$ cat config.mk
export PLATFORM = sky130hd
export DESIGN_NAME = mefe_top
export DESIGN_NICKNAME = d
export VERILOG_FILES = /design/src/rtl/mefe_pkg.sv /design/src/rtl/mefe_top.sv /design/src/rtl/mefe_bit30_watch.sv /design/src/rtl/mefe_seq_check.sv
export SDC_FILE = /design/constraint.sdc
export NUM_CORES = 1
export LEC_CHECK = 0
export BUFFER_PORTS_ARGS = -buffer_cell sky130_fd_sc_hd__buf_2
export CAP_MARGIN = 15
export CORE_AREA = 2 2 212 214
export DETAILED_ROUTE_END_ITERATION = 7
export DIE_AREA = 0 0 214 216
export HOLD_SLACK_MARGIN = 0.08
export SLEW_MARGIN = 20
export SYNTH_ARGS = -nofsm -noshare
export SYNTH_HDL_FRONTEND = slang
export SYNTH_SLANG_ARGS = --single-unit
$ cat constraint.sdc
create_clock -name core_clk_i -period 5.75 [get_ports core_clk_i]
set_clock_uncertainty 0.05 [all_clocks]
set_input_delay 0 -clock core_clk_i [delete_from_list [all_inputs] [get_ports core_clk_i]]
set_output_delay 0 -clock core_clk_i [all_outputs]
set_load 0.02 [all_outputs]
$ cat src/rtl/mefe_pkg.sv
/*
  Shared constants of the meter event flag and interrupt enable block:
  register addresses, field positions, reset values and widths.
  Assumes a 16-bit word address on the register port, 32-bit data.
*/
package mefe_pkg;

  // Bus widths
  localparam int unsigned ADDR_W = 16;
  localparam int unsigned DATA_W = 32;

  // Register word addresses
  localparam logic [15:0] ADDR_EVENT_STATUS_FIRST  = 16'hE500;
  localparam logic [15:0] ADDR_ENERGY_STATUS       = 16'hE501;
  localparam logic [15:0] ADDR_INTERRUPT_EN_FIRST  = 16'hE50A;
  localparam logic [15:0] ADDR_EVENT_ENABLE_UPPER  = 16'hE50C;
  localparam logic [15:0] ADDR_SUM_DISAGREE_THRESH = 16'hE510;
  localparam logic [15:0] ADDR_PHASE_EVENT         = 16'hE511;
  localparam logic [15:0] ADDR_HALF_CYCLE_COUNT    = 16'hE512;
  localparam logic [15:0] ADDR_LINE_CONTROL        = 16'hE513;
  localparam logic [15:0] ADDR_CURRENT_PEAK        = 16'hE514;
  localparam logic [15:0] ADDR_VOLTAGE_PEAK        = 16'hE515;

  // Event status, upper part
  localparam int unsigned BIT_HIGH_VOLTAGE   = 18;
  localparam int unsigned BIT_PHASE_ORDER    = 19;
  localparam int unsigned BIT_RSVD_ONE       = 21;
  localparam int unsigned BIT_RSVD_ZERO      = 22;
  localparam int unsigned BIT_SUM_DISAGREE   = 20;
  localparam int unsigned BIT_CURRENT_PEAK   = 23;
  localparam int unsigned BIT_VOLTAGE_PEAK   = 24;

  // Interrupt enable first: energy half bits and line cycle done
  localparam int unsigned BIT_TOTAL_REAL_HALF = 0;
  localparam int unsigned BIT_FUND_REAL_HALF  = 1;
  localparam int unsigned BIT_TOTAL_QUAD_HALF = 2;
  localparam int unsigned BIT_FUND_QUAD_HALF  = 3;
  localparam int unsigned BIT_APPARENT_HALF   = 4;
  localparam int unsigned BIT_LINE_CYCLE_DONE = 5;
  localparam int unsigned ENERGY_KINDS        = 5;
  localparam int unsigned ENERGY_EVT_W        = 6;

  // Phase event register: high voltage phase field
  localparam int unsigned HV_PHASE_LSB = 9;
  localparam int unsigned HV_PHASE_MSB = 11;

  // Line control bit: line-cycle accumulation mode
  localparam int unsigned BIT_LINE_MODE = 0;

  // Field widths
  localparam int unsigned THRESH_W   = 24;
  localparam int unsigned HALFCYC_W  = 16;

  // Reset values
  localparam logic [31:0] RST_STATUS_FIRST = 32'h0000_0000;
  localparam logic [31:0] RST_ENABLE       = 32'h0000_0000;
  localparam logic [23:0] RST_THRESH       = 24'h00_0000;
  localparam logic [15:0] RST_HALFCYC      = 16'h0000;
  localparam logic [31:0] RST_PEAK         = 32'h0000_0000;

  // Phase order checker states
  typedef enum logic [0:0] {
    MEFE_WAIT_A  = 1'b0,
    MEFE_AFTER_A = 1'b1
  } mefe_seq_state_t;

endpackage

$ cat src/rtl/mefe_top.sv
/*
  Meter event flags and interrupt enables: sticky event status for high
  voltage, phase order, neutral sum disagreement and peak period ends,
  energy half events and line-cycle done, with masks and one interrupt.
  Assumes all event inputs come from the metering DSP on core_clk_i,
  and a register master that follows the plain strobe protocol.
*/
// How it works
// - High voltage on any phase sets status bit 18; phase field bits 11:9.
// - Phase A rising crossing followed by C instead of B sets bit 19.
// - Bit 20 set when absolute difference of sum and neutral magnitudes exceeds threshold.
// - Reserved status bit 21 always reads one.
// - Reserved status bit 22 always reads zero.
// - Current peak period end sets bit 23; current peak register holds result.
// - Voltage peak period end sets bit 24; voltage peak register holds result.
// - Status bits 31 to 25 always read zero.
// - Enable bit 0 interrupts on bit 30 change of total real energies.
// - Enable bit 1 interrupts on bit 30 change of fundamental real energies.
// - Enable bit 2 interrupts on bit 30 change of total quadrature energies.
// - Enable bit 3 interrupts on bit 30 change of fundamental quadrature energies.
// - Enable bit 4 interrupts on bit 30 change of apparent energies.
// - Enable bit 5 interrupts when line-cycle mode finishes its half-cycle count.
`timescale 1ns/1ps
module mefe_top (
  input  wire logic                         core_clk_i,
  input  wire logic                         sys_rst_i,
  // Register port
  input  wire logic [mefe_pkg::ADDR_W-1:0]  reg_addr_i,
  input  wire logic [mefe_pkg::DATA_W-1:0]  reg_wdata_i,
  input  wire logic                         reg_wr_i,
  input  wire logic                         reg_rd_i,
  output logic      [mefe_pkg::DATA_W-1:0]  reg_rdata_o,
  // High voltage detector
  input  wire logic                         high_voltage_i,
  input  wire logic [2:0]                   high_voltage_phase_i,
  // Rising zero crossings of phase voltages
  input  wire logic                         zx_rise_a_i,
  input  wire logic                         zx_rise_b_i,
  input  wire logic                         zx_rise_c_i,
  // Neutral current comparison
  input  wire logic                         sample_valid_i,
  input  wire logic signed [27:0]           computed_current_total_i,
  input  wire logic signed [27:0]           neutral_current_sample_i,
  // Peak detectors
  input  wire logic                         current_peak_end_i,
  input  wire logic [31:0]                  current_peak_value_i,
  input  wire logic                         voltage_peak_end_i,
  input  wire logic [31:0]                  voltage_peak_value_i,
  // Bit 30 of each phase accumulator, phase A in bit 0
  input  wire logic [2:0]                   real_energy_b30_i,
  input  wire logic [2:0]                   fund_real_energy_b30_i,
  input  wire logic [2:0]                   quad_energy_b30_i,
  input  wire logic [2:0]                   fund_quad_energy_b30_i,
  input  wire logic [2:0]                   apparent_energy_b30_i,
  // One pulse per line half cycle
  input  wire logic                         half_cycle_tick_i,
  output logic                              irq_o
);
  import mefe_pkg::*;

  // Software visible storage
  logic [4:0]           upper_status_reg;
  logic [4:0]           upper_status_next;
  logic [5:0]           energy_status_reg;
  logic [5:0]           energy_status_next;
  logic [5:0]           enable_first_reg;
  logic [4:0]           enable_upper_reg;
  logic [THRESH_W-1:0]  thresh_reg;
  logic [2:0]           hv_phase_reg;
  logic [2:0]           hv_phase_next;
  logic [HALFCYC_W-1:0] halfcyc_reg;
  logic                 line_mode_reg;
  logic [31:0]          cur_peak_reg;
  logic [31:0]          volt_peak_reg;
  logic [HALFCYC_W-1:0] cycle_cnt_reg;
  logic [HALFCYC_W-1:0] cycle_cnt_next;
  logic                 mismatch_reg;

  // Decoded accesses
  logic        wr_status;
  logic        wr_energy;
  logic        wr_en_first;
  logic        wr_en_upper;
  logic        wr_thresh;
  logic        wr_halfcyc;
  logic        wr_line;
  logic [31:0] rd_mux;
  logic [31:0] status_view;
  logic [31:0] energy_view;
  logic [31:0] phase_view;
  logic [31:0] enable_upper_view;

  // Event sources
  logic                    order_err;
  logic [ENERGY_KINDS-1:0] energy_half;
  logic [14:0]             energy_b30_all;
  logic                    line_done;
  logic [4:0]              upper_set;
  logic [5:0]              energy_set;
  logic [4:0]              upper_clr;
  logic [5:0]              energy_clr;

  // Neutral comparison datapath
  logic [27:0] sum_mag;
  logic [27:0] neut_mag;
  logic [27:0] mag_diff;
  logic        mismatch_now;

  // Magnitude of a signed 28-bit sample
  // The most negative value still fits unsigned
  function automatic logic [27:0] mag28(input logic signed [27:0] v);
    mag28 = v[27] ? 28'(-v) : 28'(v);
  endfunction

  // Write strobe qualified by one address
  function automatic logic hit(input logic [ADDR_W-1:0] a);
    hit = reg_wr_i & (reg_addr_i == a);
  endfunction

  // Address decode for writes
  assign wr_status   = hit(ADDR_EVENT_STATUS_FIRST);
  assign wr_energy   = hit(ADDR_ENERGY_STATUS);
  assign wr_en_first = hit(ADDR_INTERRUPT_EN_FIRST);
  assign wr_en_upper = hit(ADDR_EVENT_ENABLE_UPPER);
  assign wr_thresh   = hit(ADDR_SUM_DISAGREE_THRESH);
  assign wr_halfcyc  = hit(ADDR_HALF_CYCLE_COUNT);
  assign wr_line     = hit(ADDR_LINE_CONTROL);

  // Phase order checker
  // Crossings come from the DSP clock, no sync
  mefe_seq_check u_seq (
    .core_clk_i  (core_clk_i),
    .sys_rst_i   (sys_rst_i),
    .zx_a_i      (zx_rise_a_i),
    .zx_b_i      (zx_rise_b_i),
    .zx_c_i      (zx_rise_c_i),
    .order_err_o (order_err)
  );

  // Accumulator groups in enable bit order
  assign energy_b30_all = {apparent_energy_b30_i,
                           fund_quad_energy_b30_i,
                           quad_energy_b30_i,
                           fund_real_energy_b30_i,
                           real_energy_b30_i};

  // One watcher per energy kind
  genvar g;
  generate
    for (g = 0; g < ENERGY_KINDS; g++)
    begin : g_watch
      mefe_bit30_watch #(
        .N (3)
      ) u_watch (
        .core_clk_i (core_clk_i),
        .sys_rst_i  (sys_rst_i),
        .bit30_i    (energy_b30_all[3*g +: 3]),
        .change_o   (energy_half[g])
      );
    end
  endgenerate

  // Absolute difference of magnitudes against zero-extended threshold
  assign sum_mag      = mag28(computed_current_total_i);
  assign neut_mag     = mag28(neutral_current_sample_i);
  assign mag_diff     = (sum_mag >= neut_mag) ? (sum_mag - neut_mag)
                                              : (neut_mag - sum_mag);
  assign mismatch_now = sample_valid_i
                        & (mag_diff > {4'h0, thresh_reg});

  // Line-cycle counter: a zero count never finishes, so no event storm
  // A count write restarts the period
  assign line_done = line_mode_reg & half_cycle_tick_i
                     & (halfcyc_reg != RST_HALFCYC)
                     & (cycle_cnt_reg == halfcyc_reg - 16'h0001);

  always_comb
  begin
    cycle_cnt_next = cycle_cnt_reg;
    if (!line_mode_reg || wr_halfcyc)
      cycle_cnt_next = RST_HALFCYC;
    else if (line_done)
      cycle_cnt_next = RST_HALFCYC;
    else if (half_cycle_tick_i)
      cycle_cnt_next = cycle_cnt_reg + 16'h0001;
  end

  // Set vectors, ordered as stored: 24,23,20,19,18
  // Sum disagree arrives one cycle late, from its stage
  assign upper_set = {voltage_peak_end_i,
                      current_peak_end_i,
                      mismatch_reg,
                      order_err,
                      high_voltage_i};

  // Energy events in enable bit order
  assign energy_set = {line_done, energy_half};

  // Write-one-to-clear masks taken from matching data bits
  assign upper_clr  = wr_status ? {reg_wdata_i[BIT_VOLTAGE_PEAK],
                                   reg_wdata_i[BIT_CURRENT_PEAK],
                                   reg_wdata_i[BIT_SUM_DISAGREE],
                                   reg_wdata_i[BIT_PHASE_ORDER],
                                   reg_wdata_i[BIT_HIGH_VOLTAGE]}
                                : 5'h0_0;
  assign energy_clr = wr_energy ? reg_wdata_i[ENERGY_EVT_W-1:0] : 6'h0_0;

  // A set in the same cycle as its clear wins
  assign upper_status_next  = (upper_status_reg & ~upper_clr) | upper_set;
  assign energy_status_next = (energy_status_reg & ~energy_clr)
                              | energy_set;

  // Phase field gathers phases; cleared with the high voltage flag
  assign hv_phase_next = ((upper_clr[0] ? 3'h0 : hv_phase_reg))
                         | (high_voltage_i ? high_voltage_phase_i : 3'h0);

  // Status as read: reserved bits fixed, lower bits belong elsewhere
  assign status_view = {7'h00,
                        upper_status_reg[4],
                        upper_status_reg[3],
                        1'b0,
                        1'b1,
                        upper_status_reg[2],
                        upper_status_reg[1],
                        upper_status_reg[0],
                        18'h0_0000};

  assign energy_view = {26'h000_0000, energy_status_reg};
  assign phase_view  = {20'h0_0000, hv_phase_reg, 9'h000};

  // Upper enables shown at the status bits they gate
  assign enable_upper_view = {7'h00, enable_upper_reg[4:3], 2'h0,
                              enable_upper_reg[2:0], 18'h0_0000};

  // Read multiplexer; unmapped addresses read zero
  always_comb
  begin
    case (reg_addr_i)
      ADDR_EVENT_STATUS_FIRST:  rd_mux = status_view;
      ADDR_ENERGY_STATUS:       rd_mux = energy_view;
      ADDR_INTERRUPT_EN_FIRST:  rd_mux = {26'h000_0000, enable_first_reg};
      ADDR_EVENT_ENABLE_UPPER:  rd_mux = enable_upper_view;
      ADDR_SUM_DISAGREE_THRESH: rd_mux = {8'h00, thresh_reg};
      ADDR_PHASE_EVENT:         rd_mux = phase_view;
      ADDR_HALF_CYCLE_COUNT:    rd_mux = {16'h0000, halfcyc_reg};
      ADDR_LINE_CONTROL:        rd_mux = {31'h0000_0000, line_mode_reg};
      ADDR_CURRENT_PEAK:        rd_mux = cur_peak_reg;
      ADDR_VOLTAGE_PEAK:        rd_mux = volt_peak_reg;
      default:                  rd_mux = 32'h0000_0000;
    endcase
  end

  // Status, phase field and comparison stage
  always_ff @(posedge core_clk_i)
  begin
    if (sys_rst_i)
    begin
      upper_status_reg  <= RST_STATUS_FIRST[4:0];
      energy_status_reg <= RST_STATUS_FIRST[5:0];
      hv_phase_reg      <= 3'h0;
      mismatch_reg      <= 1'b0;
      cycle_cnt_reg     <= RST_HALFCYC;
    end
    else
    begin
      upper_status_reg  <= upper_status_next;
      energy_status_reg <= energy_status_next;
      hv_phase_reg      <= hv_phase_next;
      mismatch_reg      <= mismatch_now;
      cycle_cnt_reg     <= cycle_cnt_next;
    end
  end

  // Enables and configuration
  // Unused data bits of each write are dropped
  always_ff @(posedge core_clk_i)
  begin
    if (sys_rst_i)
    begin
      enable_first_reg <= RST_ENABLE[5:0];
      enable_upper_reg <= RST_ENABLE[4:0];
      thresh_reg       <= RST_THRESH;
      halfcyc_reg      <= RST_HALFCYC;
      line_mode_reg    <= 1'b0;
    end
    else
    begin
      if (wr_en_first)
        enable_first_reg <= reg_wdata_i[ENERGY_EVT_W-1:0];
      if (wr_en_upper)
        enable_upper_reg <= {reg_wdata_i[BIT_VOLTAGE_PEAK],
                             reg_wdata_i[BIT_CURRENT_PEAK],
                             reg_wdata_i[BIT_SUM_DISAGREE],
                             reg_wdata_i[BIT_PHASE_ORDER],
                             reg_wdata_i[BIT_HIGH_VOLTAGE]};
      if (wr_thresh)
        thresh_reg <= reg_wdata_i[THRESH_W-1:0];
      if (wr_halfcyc)
        halfcyc_reg <= reg_wdata_i[HALFCYC_W-1:0];
      if (wr_line)
        line_mode_reg <= reg_wdata_i[BIT_LINE_MODE];
    end
  end

  // Peak results latched at the end of each detection period
  // An unread result is overwritten by the next
  always_ff @(posedge core_clk_i)
  begin
    if (sys_rst_i)
    begin
      cur_peak_reg  <= RST_PEAK;
      volt_peak_reg <= RST_PEAK;
    end
    else
    begin
      if (current_peak_end_i)
        cur_peak_reg <= current_peak_value_i;
      if (voltage_peak_end_i)
        volt_peak_reg <= voltage_peak_value_i;
    end
  end

  // Read data stands only in the cycle after the strobe
  // Zero otherwise, so stale data never lingers
  always_ff @(posedge core_clk_i)
  begin
    if (sys_rst_i)
      reg_rdata_o <= 32'h0000_0000;
    else if (reg_rd_i)
      reg_rdata_o <= rd_mux;
    else
      reg_rdata_o <= 32'h0000_0000;
  end

  // Level interrupt; status sets regardless of the enables
  // Drops right after the clearing write
  assign irq_o = (|(energy_status_reg & enable_first_reg))
                 | (|(upper_status_reg & enable_upper_reg));

endmodule

$ cat src/rtl/mefe_bit30_watch.sv
/*
  Watches bit 30 of a group of energy accumulators and pulses when
  any of them changes. Inputs come from logic on the same clock.
*/
`timescale 1ns/1ps
module mefe_bit30_watch #(
  parameter int unsigned N = 3
) (
  input  wire logic         core_clk_i,
  input  wire logic         sys_rst_i,
  input  wire logic [N-1:0] bit30_i,
  output logic              change_o
);
  import mefe_pkg::*;

  logic [N-1:0] prev_reg;
  logic         primed_reg;

  // First sample after reset only loads, so a nonzero start is no event
  always_ff @(posedge core_clk_i)
  begin
    if (sys_rst_i)
    begin
      prev_reg   <= '0;
      primed_reg <= 1'b0;
    end
    else
    begin
      prev_reg   <= bit30_i;
      primed_reg <= 1'b1;
    end
  end

  // Any flipped bit is one change event
  assign change_o = primed_reg & (|(prev_reg ^ bit30_i));

endmodule

$ cat src/rtl/mefe_seq_check.sv
/*
  Phase order checker: after a rising zero crossing on phase A the next
  rising crossing must be on phase B; phase C first is an error.
  Crossing pulses are one cycle long, on the same clock.
*/
`timescale 1ns/1ps
module mefe_seq_check (
  input  wire logic core_clk_i,
  input  wire logic sys_rst_i,
  input  wire logic zx_a_i,
  input  wire logic zx_b_i,
  input  wire logic zx_c_i,
  output logic      order_err_o
);
  import mefe_pkg::*;

  mefe_seq_state_t state_reg;
  mefe_seq_state_t state_next;
  logic            err_next;

  // B beats C when both arrive together, so a tie is never an error
  always_comb
  begin
    state_next = state_reg;
    err_next   = 1'b0;
    case (state_reg)
      MEFE_WAIT_A:
        if (zx_a_i)
          state_next = MEFE_AFTER_A;
      MEFE_AFTER_A:
        if (zx_b_i)
          state_next = MEFE_WAIT_A;
        else if (zx_c_i)
        begin
          state_next = MEFE_WAIT_A;
          err_next   = 1'b1;
        end
      default:
        state_next = MEFE_WAIT_A;
    endcase
  end

  // Error is a one-cycle pulse
  always_ff @(posedge core_clk_i)
  begin
    if (sys_rst_i)
    begin
      state_reg   <= MEFE_WAIT_A;
      order_err_o <= 1'b0;
    end
    else
    begin
      state_reg   <= state_next;
      order_err_o <= err_next;
    end
  end

endmodule

# Word-level counts from Yosys, hierarchy flattened
# Cells that the tools add are included.
# totals
wordCells,100
input_bits,198
register_bits,197
out_inout_bits,33
# op_classes
order_cmp,2
bitwise_logic,33
n_mux,14
addsub,6
n_eq_ne,11
n_reduce_logical,13
# ops
operator,count
case mux 32 bit (10 select lines),1
== test 16 bit (second input constant),10
2-to-1 mux 28 bit,3
negator 28 bit,2
subtractor 28 bit,2
greater-or-equal comparator 28 bit,1
greater-than comparator 28 x 24 -> 1 bit,1
OR reduction 3 bit,7
adder 16 x 1 -> 16 bit (second input constant),1
bitwise AND 1 bit,16
== test 16 bit,1
nonzero test 16 bit,1
subtractor 16 x 1 -> 16 bit (second input constant),1
bitwise XOR 3 bit,5
bitwise AND 6 bit,2
bitwise AND 5 bit,2
2-to-1 mux 3 bit,2
2-to-1 mux 6 bit,1
inverter 6 bit,1
OR 6 bit,1
OR reduction 6 bit,1
2-to-1 mux 1 bit,5
2-to-1 mux 5 bit,1
inverter 5 bit,1
9 further kinds,10

# Logic depth before layout (Yosys ltp)
# Gate-level depths: netlist of run 1.
# depth
depth_word,6
ltp_mapped,31
mapped_depth_nobuf,29

# Hierarchy
# Synthesis of run 1 repeated with hierarchy kept, for this count alone.
# hier_totals
hier_cells,1635
hier_area_um2,13120.1
# by_module_without_submodules
module,instances,seq_area_each_um2,cells_per_inst,area_each_um2
mefe_top,1,3583.4,1569,12361.9
mefe_bit30_watch,5,80.1,12,137.6
mefe_seq_check,1,40.0,6,70.1

# Worst setup path before layout of run 1
# Ideal clock, no wire load.
# synth_timing
path_type,input to register
start,in neutral_current_sample_i[9]
end,reg mismatch_reg
path_slack_ns,-0.566
setup_ns,0.131
t_arrival_ns,6.135
required_time_ns,5.569
cell_stages,28
path_buffers,3
cell_sequence,or4_4 > nor4_4 > nand2b_1 > or2_1 > or3_1 > or3_1 > o21ai_0 > xor2_1 > ha_1 > buf_2 > a21oi_1 > nand2_1 > a211oi_1 > nor2_1 > nor3_1 > o21a_1 > buf_2 > buf_2 > mux2i_1 > xor2_1 > ha_1 > nand4_1 > or2_2 > o41ai_1 > a31oi_1 > or3_1 > o41ai_1 > o22ai_1
# synth_via
elab_chain_cells,6
elab_cells_between_ends,8
cone_classes,add/sub (3); order compare (2); mux (2); bitwise (1)
# synth_lines
item,line,text
"start, declared",mefe_top.sv:43,"input wire logic signed [27:0] neutral_current_sample_i,"
negator 28 bit,mefe_top.sv:112,mag28 = v[27] ? 28'(-v) : 28'(v);
2-to-1 mux 28 bit *,mefe_top.sv:112,
subtractor 28 bit (tied with other cells),mefe_top.sv:167,: (neut_mag - sum_mag);
2-to-1 mux 28 bit *,mefe_top.sv:166,assign mag_diff = (sum_mag >= neut_mag) ? (sum_mag - neut_mag)
greater-than comparator 28 x 24 -> 1 bit *,mefe_top.sv:169,"& (mag_diff > {4'h0, thresh_reg});"
bitwise AND 1 bit *,mefe_top.sv:169,
"end signal, assigned",mefe_top.sv:269,mismatch_reg <= mismatch_now;
"end, declared",mefe_top.sv:77,logic mismatch_reg;
# Mark *: on every way between the ends. The rest lies on a longest branch, timed or not.
# A chain may end at the register's enable or synchronous reset.

# Worst setup path in the final report of run 1
# Ends and elaborated chain as after synthesis.

==> impl_metrics.yaml, run 1 <==
detailed_routing:
  top_layer: "met5"
  wl_per_cell_um: 17.0
  wl_met2_mm: 20.7
  first_pass_iters: 8
  met1Wirelength_mm: 20.3
  drtAntennaViolNets: 0
  drc_errors: 0
  postRouteWirelength_mm: 44.6
  wl_met3_mm: 2.50
  vias_per_cell: 4.99
  vias: 13121
  drtIter0Drc: 1002
setup_path:
  critPathCapture: "mismatch_reg"
  required_ns: 6.02
  crit-reg2reg-launch: "halfcyc_reg[2]"
  rr_worst_depth: 7
  cpMostUsedCell: "or3_4"
  critical_path.max_fanout: 10
  reg2reg_to: "cycle_cnt_reg[15]"
  cp.arrival_ns: 6.04
  critPathCaptureType: "register"
  start_kind: "primary input"
  startpoint: "neutral_current_sample_i[9]"
  crit_type: "in -> reg"
  critical-path-max-stage-delay_ns: 0.56
  reg2reg_setup_slack_ns: 2.65
  crit_slowest_cell: "or4_4"
layout:
  final_core_util: 0.401
  instances_no_fill: 2627
  drive_above_1_share: 0.231
  layout.nets: 2304
  synthToLayoutAreaGrowth_pct: 34.4
  nFillCells: 4455
  final_area_mm2: 0.0176
timing:
  fin_tns_setup_ns: -0.0158
  finalCritPeriodShare: 1.00
  finalMaxSlewViolations: 0
  relSlewSlack: 0.248
  rsz0062_at_grt: "yes"
  hold_viol: 0
  whs_ns: 0.112
  worst_pin_slew_ns: 1.13
  max_freq_mhz: 173
  fin_ws_ns: -0.0158
  setup_violations: 1
  min_period_ns: 5.77
yosys:
  synth_cells: 1605
  synth_edf_count: 0
  yosysMostFrequentCell: "dfxtp_1"
  synth_top_area_frac: 0.302
  avgSynthCellArea_um2: 8.15
  synth_seq_cells: 197
  async_flop_share: 0
  synth_fp_nets: 1888
  synth_area_mm2: 0.0131
  synth_cell_types: 77
  synth_commonest_cells: "197 x dfxtp_1, 166 x nor2_1, 138 x nand2_1, 118 x a21oi_1, 106 x mux2i_1"
  yosys-top-cells-area: "dfxtp_1 30%, mux2i_1 8.1%, ha_1 7.9%"
  synth_ff_type: "dfxtp_1"
  ys_warn_count: 0
  yosysSeqAreaShare: 0.302
  synth_area_leader_cell: "dfxtp_1"
pwr:
  p_leak_nw: 7.56
  worst_ir_drop_vdd_mv: 0.209
  p_int_mw: 2.74
  comb_power_share: 0.377
  power_frac_seq: 0.341
  p_sw_mw: 1.46
  power_density_mw_per_mm2: 239
  sw_frac_of_total: 0.348
  pwr-share-clk: 0.283
status:
  status: "complete, but fails checks"
  violations: "negative setup slack"
grt:
  grt_max_degree: 90
  antenna_found_initial: 2
  grt_use_total: 0.188
  grt_pass1_wl_mm: 70.1
  overflow: 0
  grt_pass1_vias: 12887
cts:
  cts_tree: "done"
  cts.sinks: 197
  numCtsBuffers: 17
  clk_pin_slew_worst_paths_ns: 0.08
  clock_path_buffers: 2
  insertion_delay_ns: 0.44
  h-tree-depth: 4
  root_buffer: "clkbuf_16"
floorplanning:
  ios: 231
  fp.dieArea_mm2: 0.0462
  num_rows: 77
  die_h_um: 216
  core_mm2: 0.0438
  die_w_um: 214
  start_util: 0.298
worst_hold_path:
  min_path_type: "in -> reg"
placement:
  place_area_mm2: 0.0157
  dp_cells: 2471
  gp_congestion: 0.915
  dp_hpwl_mm: 34.9
  port-buffer-count: 223
flow_run:
  cap_violations: 0
placed cells by master, fill, tap and decap left out, types with 22 or more instances in the layout:
cell type and n:
mux2i_1 105, nand3_1 38, buf_2 222, nor3_1 33, o21ai_0 53, dlygate4sd3_1 121, ha_1 83, nor2_1 166
nand4_1 26, nand2_1 138, buf_4 144, a21oi_1 115, inv_1 101, xor2_1 56, dfxtp_1 197, a222oi_1 22
xnor2_1 70
per-stage QoR:
stage | power [mW] | worst slack (ns)
2_1_floorplan | 2.38 | -0.0752
3_3_place_gp | 2.92 | -0.510
3_5_place_dp | 2.94 | -0.667
4_1_cts | 4.21 | -0.0356
5_1_grt | 4.45 | -0.358
6_report | 4.20 | -0.0158
area by class of cell:
type | instances | area, um^2 | area share
sequential | 197 | 3940 | 0.224
multi-input combinational | 1214 | 8470 | 0.482
clock buffer | 17 | 425 | 0.0242
antenna | 1 | 2.50 | 0.000142
tap | 592 | 741 | 0.0422
inverter | 101 | 379 | 0.0216
clock inverter | 15 | 170 | 0.00968
timing repair buffer | 490 | 3440 | 0.196
kinds of logic (layout without fill, tap and decap cells):
| logic type | after synthesis | count (layout) | synth area share |
|---|---|---|---|
| mux | 124 | 124 | 0.0967 |
| compound gates | 356 | 356 | 0.181 |
| simple gates | 522 | 522 | 0.192 |
| flops | 197 | 197 | 0.302 |
| buf+inv | 194 | 623 | 0.0613 |
| fa+ha+maj | 85 | 85 | 0.0825 |
| xor+xnor | 127 | 127 | 0.0851 |
| other cells | 0 | 1 | 0 |
power groups by stage:
stage | combinational, mW | clock [mW] | sequential, mW
floorplan | 0.930 | 0 | 1.45
global placement | 1.46 | 0 | 1.46
detailed placement | 1.47 | 0 | 1.46
CTS | 1.57 | 1.21 | 1.43
global route | 1.75 | 1.27 | 1.44
finish | 1.58 | 1.19 | 1.43
repair_timing:
action / 4_1_cts / 5_1_grt
pin swaps: 8 / 0
hold buffers: 121 / 0
endpoints found under the setup margin: 1 / 1
resized for setup: 11 / 3
endpoints found under the hold margin: 160 / 0
setup buffers: 2 / 0
worst max-delay path, delay by kind of cell:
family	cells	cell delay, ns
AND/OR/NAND/NOR	13	3.33
buffers and inverters	2	0.25
AO/OA/AOI/OAI	8	1.63
adder cells (fa/ha/maj)	2	0.63
XOR/XNOR	2	0.18
routing by layer:
layer	vias up	GRT usage
met3	63	0.0276
li1	6495	-
met2	391	0.315
met1	6170	0.250
met5	-	0
met4	2	0.0548
worst min path at each step:
stage | from | endpoint | depth (start not counted)
4_1_cts | sys_rst_i | cur_peak_reg[3] | 2
6_report | sys_rst_i | g_watch[2].u_watch.prev_reg[2] | 2
5_1_grt | sys_rst_i | volt_peak_reg[0] | 2
3_3_place_gp | zx_rise_b_i | u_seq.order_err_o | 2
2_1_floorplan | zx_rise_b_i | u_seq.order_err_o | 1
3_5_place_dp | zx_rise_b_i | u_seq.order_err_o | 2
No activity file was read; power rests on OpenSTA's default activity.
==> run 2: changes to the inputs <==
--- a/config.mk
+++ b/config.mk
@@ -11,6 +11,7 @@
 export DETAILED_ROUTE_END_ITERATION = 7
 export DIE_AREA = 0 0 214 216
 export HOLD_SLACK_MARGIN = 0.08
+export SKIP_LAST_GASP = 1
 export SLEW_MARGIN = 20
 export SYNTH_ARGS = -nofsm -noshare
 export SYNTH_HDL_FRONTEND = slang
==> run 2 against run 1 <==
Hold slack worse by 0.0025 ns. The flow still finishes with violations (negative setup slack). Worst setup slack worse by 0.061 ns. Final cell count about the same. Combinational power about the same. Clock-buffer cell count unchanged.
==> impl_metrics.yaml, run 2 (synthesis gave the netlist of run 1 again) <==
timing:
  fin_ws_ns: -0.0767
  relSlewSlack: 0.245
  finalMaxSlewViolations: 0
  rsz0062_at_grt: "yes"
  whs_ns: 0.109
  finalCritPeriodShare: 1.01
  min_period_ns: 5.83
  hold_viol: 0
  fin_tns_setup_ns: -0.0767
  worst_pin_slew_ns: 1.13
  setup_violations: 1
  max_freq_mhz: 172
floorplanning:
  core_mm2: 0.0438
  ios: 231
  die_w_um: 214
  num_rows: 77
  fp.dieArea_mm2: 0.0462
  start_util: 0.298
  die_h_um: 216
grt:
  grt_pass1_wl_mm: 70.1
  grt_max_degree: 90
  antenna_found_initial: 2
  grt_use_total: 0.188
  grt_pass1_vias: 12885
  overflow: 0
worst_hold_path:
  worstHoldStart: "sys_rst_i"
  min_path_type: "in -> reg"
setup_path:
  crit_family: "simple AND/OR/NAND/NOR gates"
  critical_path.max_fanout: 10
  crit-reg2reg-launch: "halfcyc_reg[2]"
  cp.arrival_ns: 6.10
  required_ns: 6.02
  startpoint: "neutral_current_sample_i[9]"
  cpMostUsedCell: "or3_4"
  crit_type: "in -> reg"
  critical-path-max-stage-delay_ns: 0.55
  critPathCaptureType: "register"
  start_kind: "primary input"
  cp_num_buf_inv: 2
  crit_slowest_cell: "or4_4"
layout:
  layout_commonest_cell: "buf_2"
  final_core_util: 0.401
  drive_above_1_share: 0.230
  layout.nets: 2305
  instances_no_fill: 2628
  synthToLayoutAreaGrowth_pct: 34.4
  final_cell_mix: "222 x buf_2, 197 x dfxtp_1, 166 x nor2_1, 145 x buf_4, 138 x nand2_1"
  final_area_mm2: 0.0176
cts:
  cts_tree: "done"
  cts.sinks: 197
  numCtsBuffers: 17
  clock_path_buffers: 2
  clk_pin_slew_worst_paths_ns: 0.08
  root_buffer: "clkbuf_16"
  h-tree-depth: 4
  insertion_delay_ns: 0.44
status:
  status: "complete, but fails checks"
  violations: "negative setup slack"
detailed_routing:
  vias_per_cell: 5.01
  first_pass_iters: 8
  vias: 13166
  drc_errors: 0
  met1Wirelength_mm: 20.4
  postRouteWirelength_mm: 44.5
  wl_met2_mm: 20.7
  top_layer: "met5"
  drtAntennaViolNets: 0
  wl_per_cell_um: 16.9
  wl_met3_mm: 2.38
  drtIter0Drc: 1080
placement:
  dp_hpwl_mm: 34.9
  port-buffer-count: 223
  dp_cells: 2471
  gp_congestion: 0.915
  place_area_mm2: 0.0157
flow_run:
  cap_violations: 0
pwr:
  p_leak_nw: 7.57
  worst_ir_drop_vdd_mv: 0.209
  power_density_mw_per_mm2: 239
-- run 2: stage by stage --
stage / worst slack (ns) / total power [mW]
5_1_grt: -0.398 / 4.46
2_1_floorplan: -0.0752 / 2.38
4_1_cts: -0.0973 / 4.21
6_report: -0.0767 / 4.21
3_3_place_gp: -0.510 / 2.92
3_5_place_dp: -0.667 / 2.94
-- run 2: path summary, 6_finish.rpt --
check | endpoint | depth (start not counted) | slack [ns]
min | g_watch[0].u_watch.prev_reg[0] | 2 | 0.11
max reg2reg | cycle_cnt_reg[15] | 7 | 2.65
min reg2reg | enable_upper_reg[3] | 2 | 0.42
max | mismatch_reg | 27 | -0.08
-- run 2: layer usage --
metal | vias to the layer above | track usage
met3 | 60 | 0.0276
met5 | - | 0
met1 | 6189 | 0.250
met2 | 407 | 0.315
li1 | 6508 | -
met4 | 2 | 0.0548
-- run 2: layout make-up --
cell class	instances	area [um^2]
sequential	197	3940
timing repair buffer	491	3440
clock buffer	17	425
multi-input combinational	1214	8470
fill	4455	26300
antenna	1	2.50
inverter	101	379
tap	592	741
clock inverter	15	170
-- run 2: timing repair --
| action | 4_1_cts | 5_1_grt |
|---|---|---|
| gates resized for setup | 9 | 4 |
| endpoints found under the hold margin | 160 | 0 |
| endpoints found under the setup margin | 1 | 1 |
| pin swaps | 8 | 5 |
| buffers inserted | 2 | 1 |
| hold buffers | 121 | 0 |
-- run 2: where the power goes --
group,leakage (nW),switching (mW),internal (mW)
logic,5.67,0.840,0.750
registers,1.61,0.0255,1.40
clock network,0.294,0.597,0.591
total,7.57,1.46,2.74
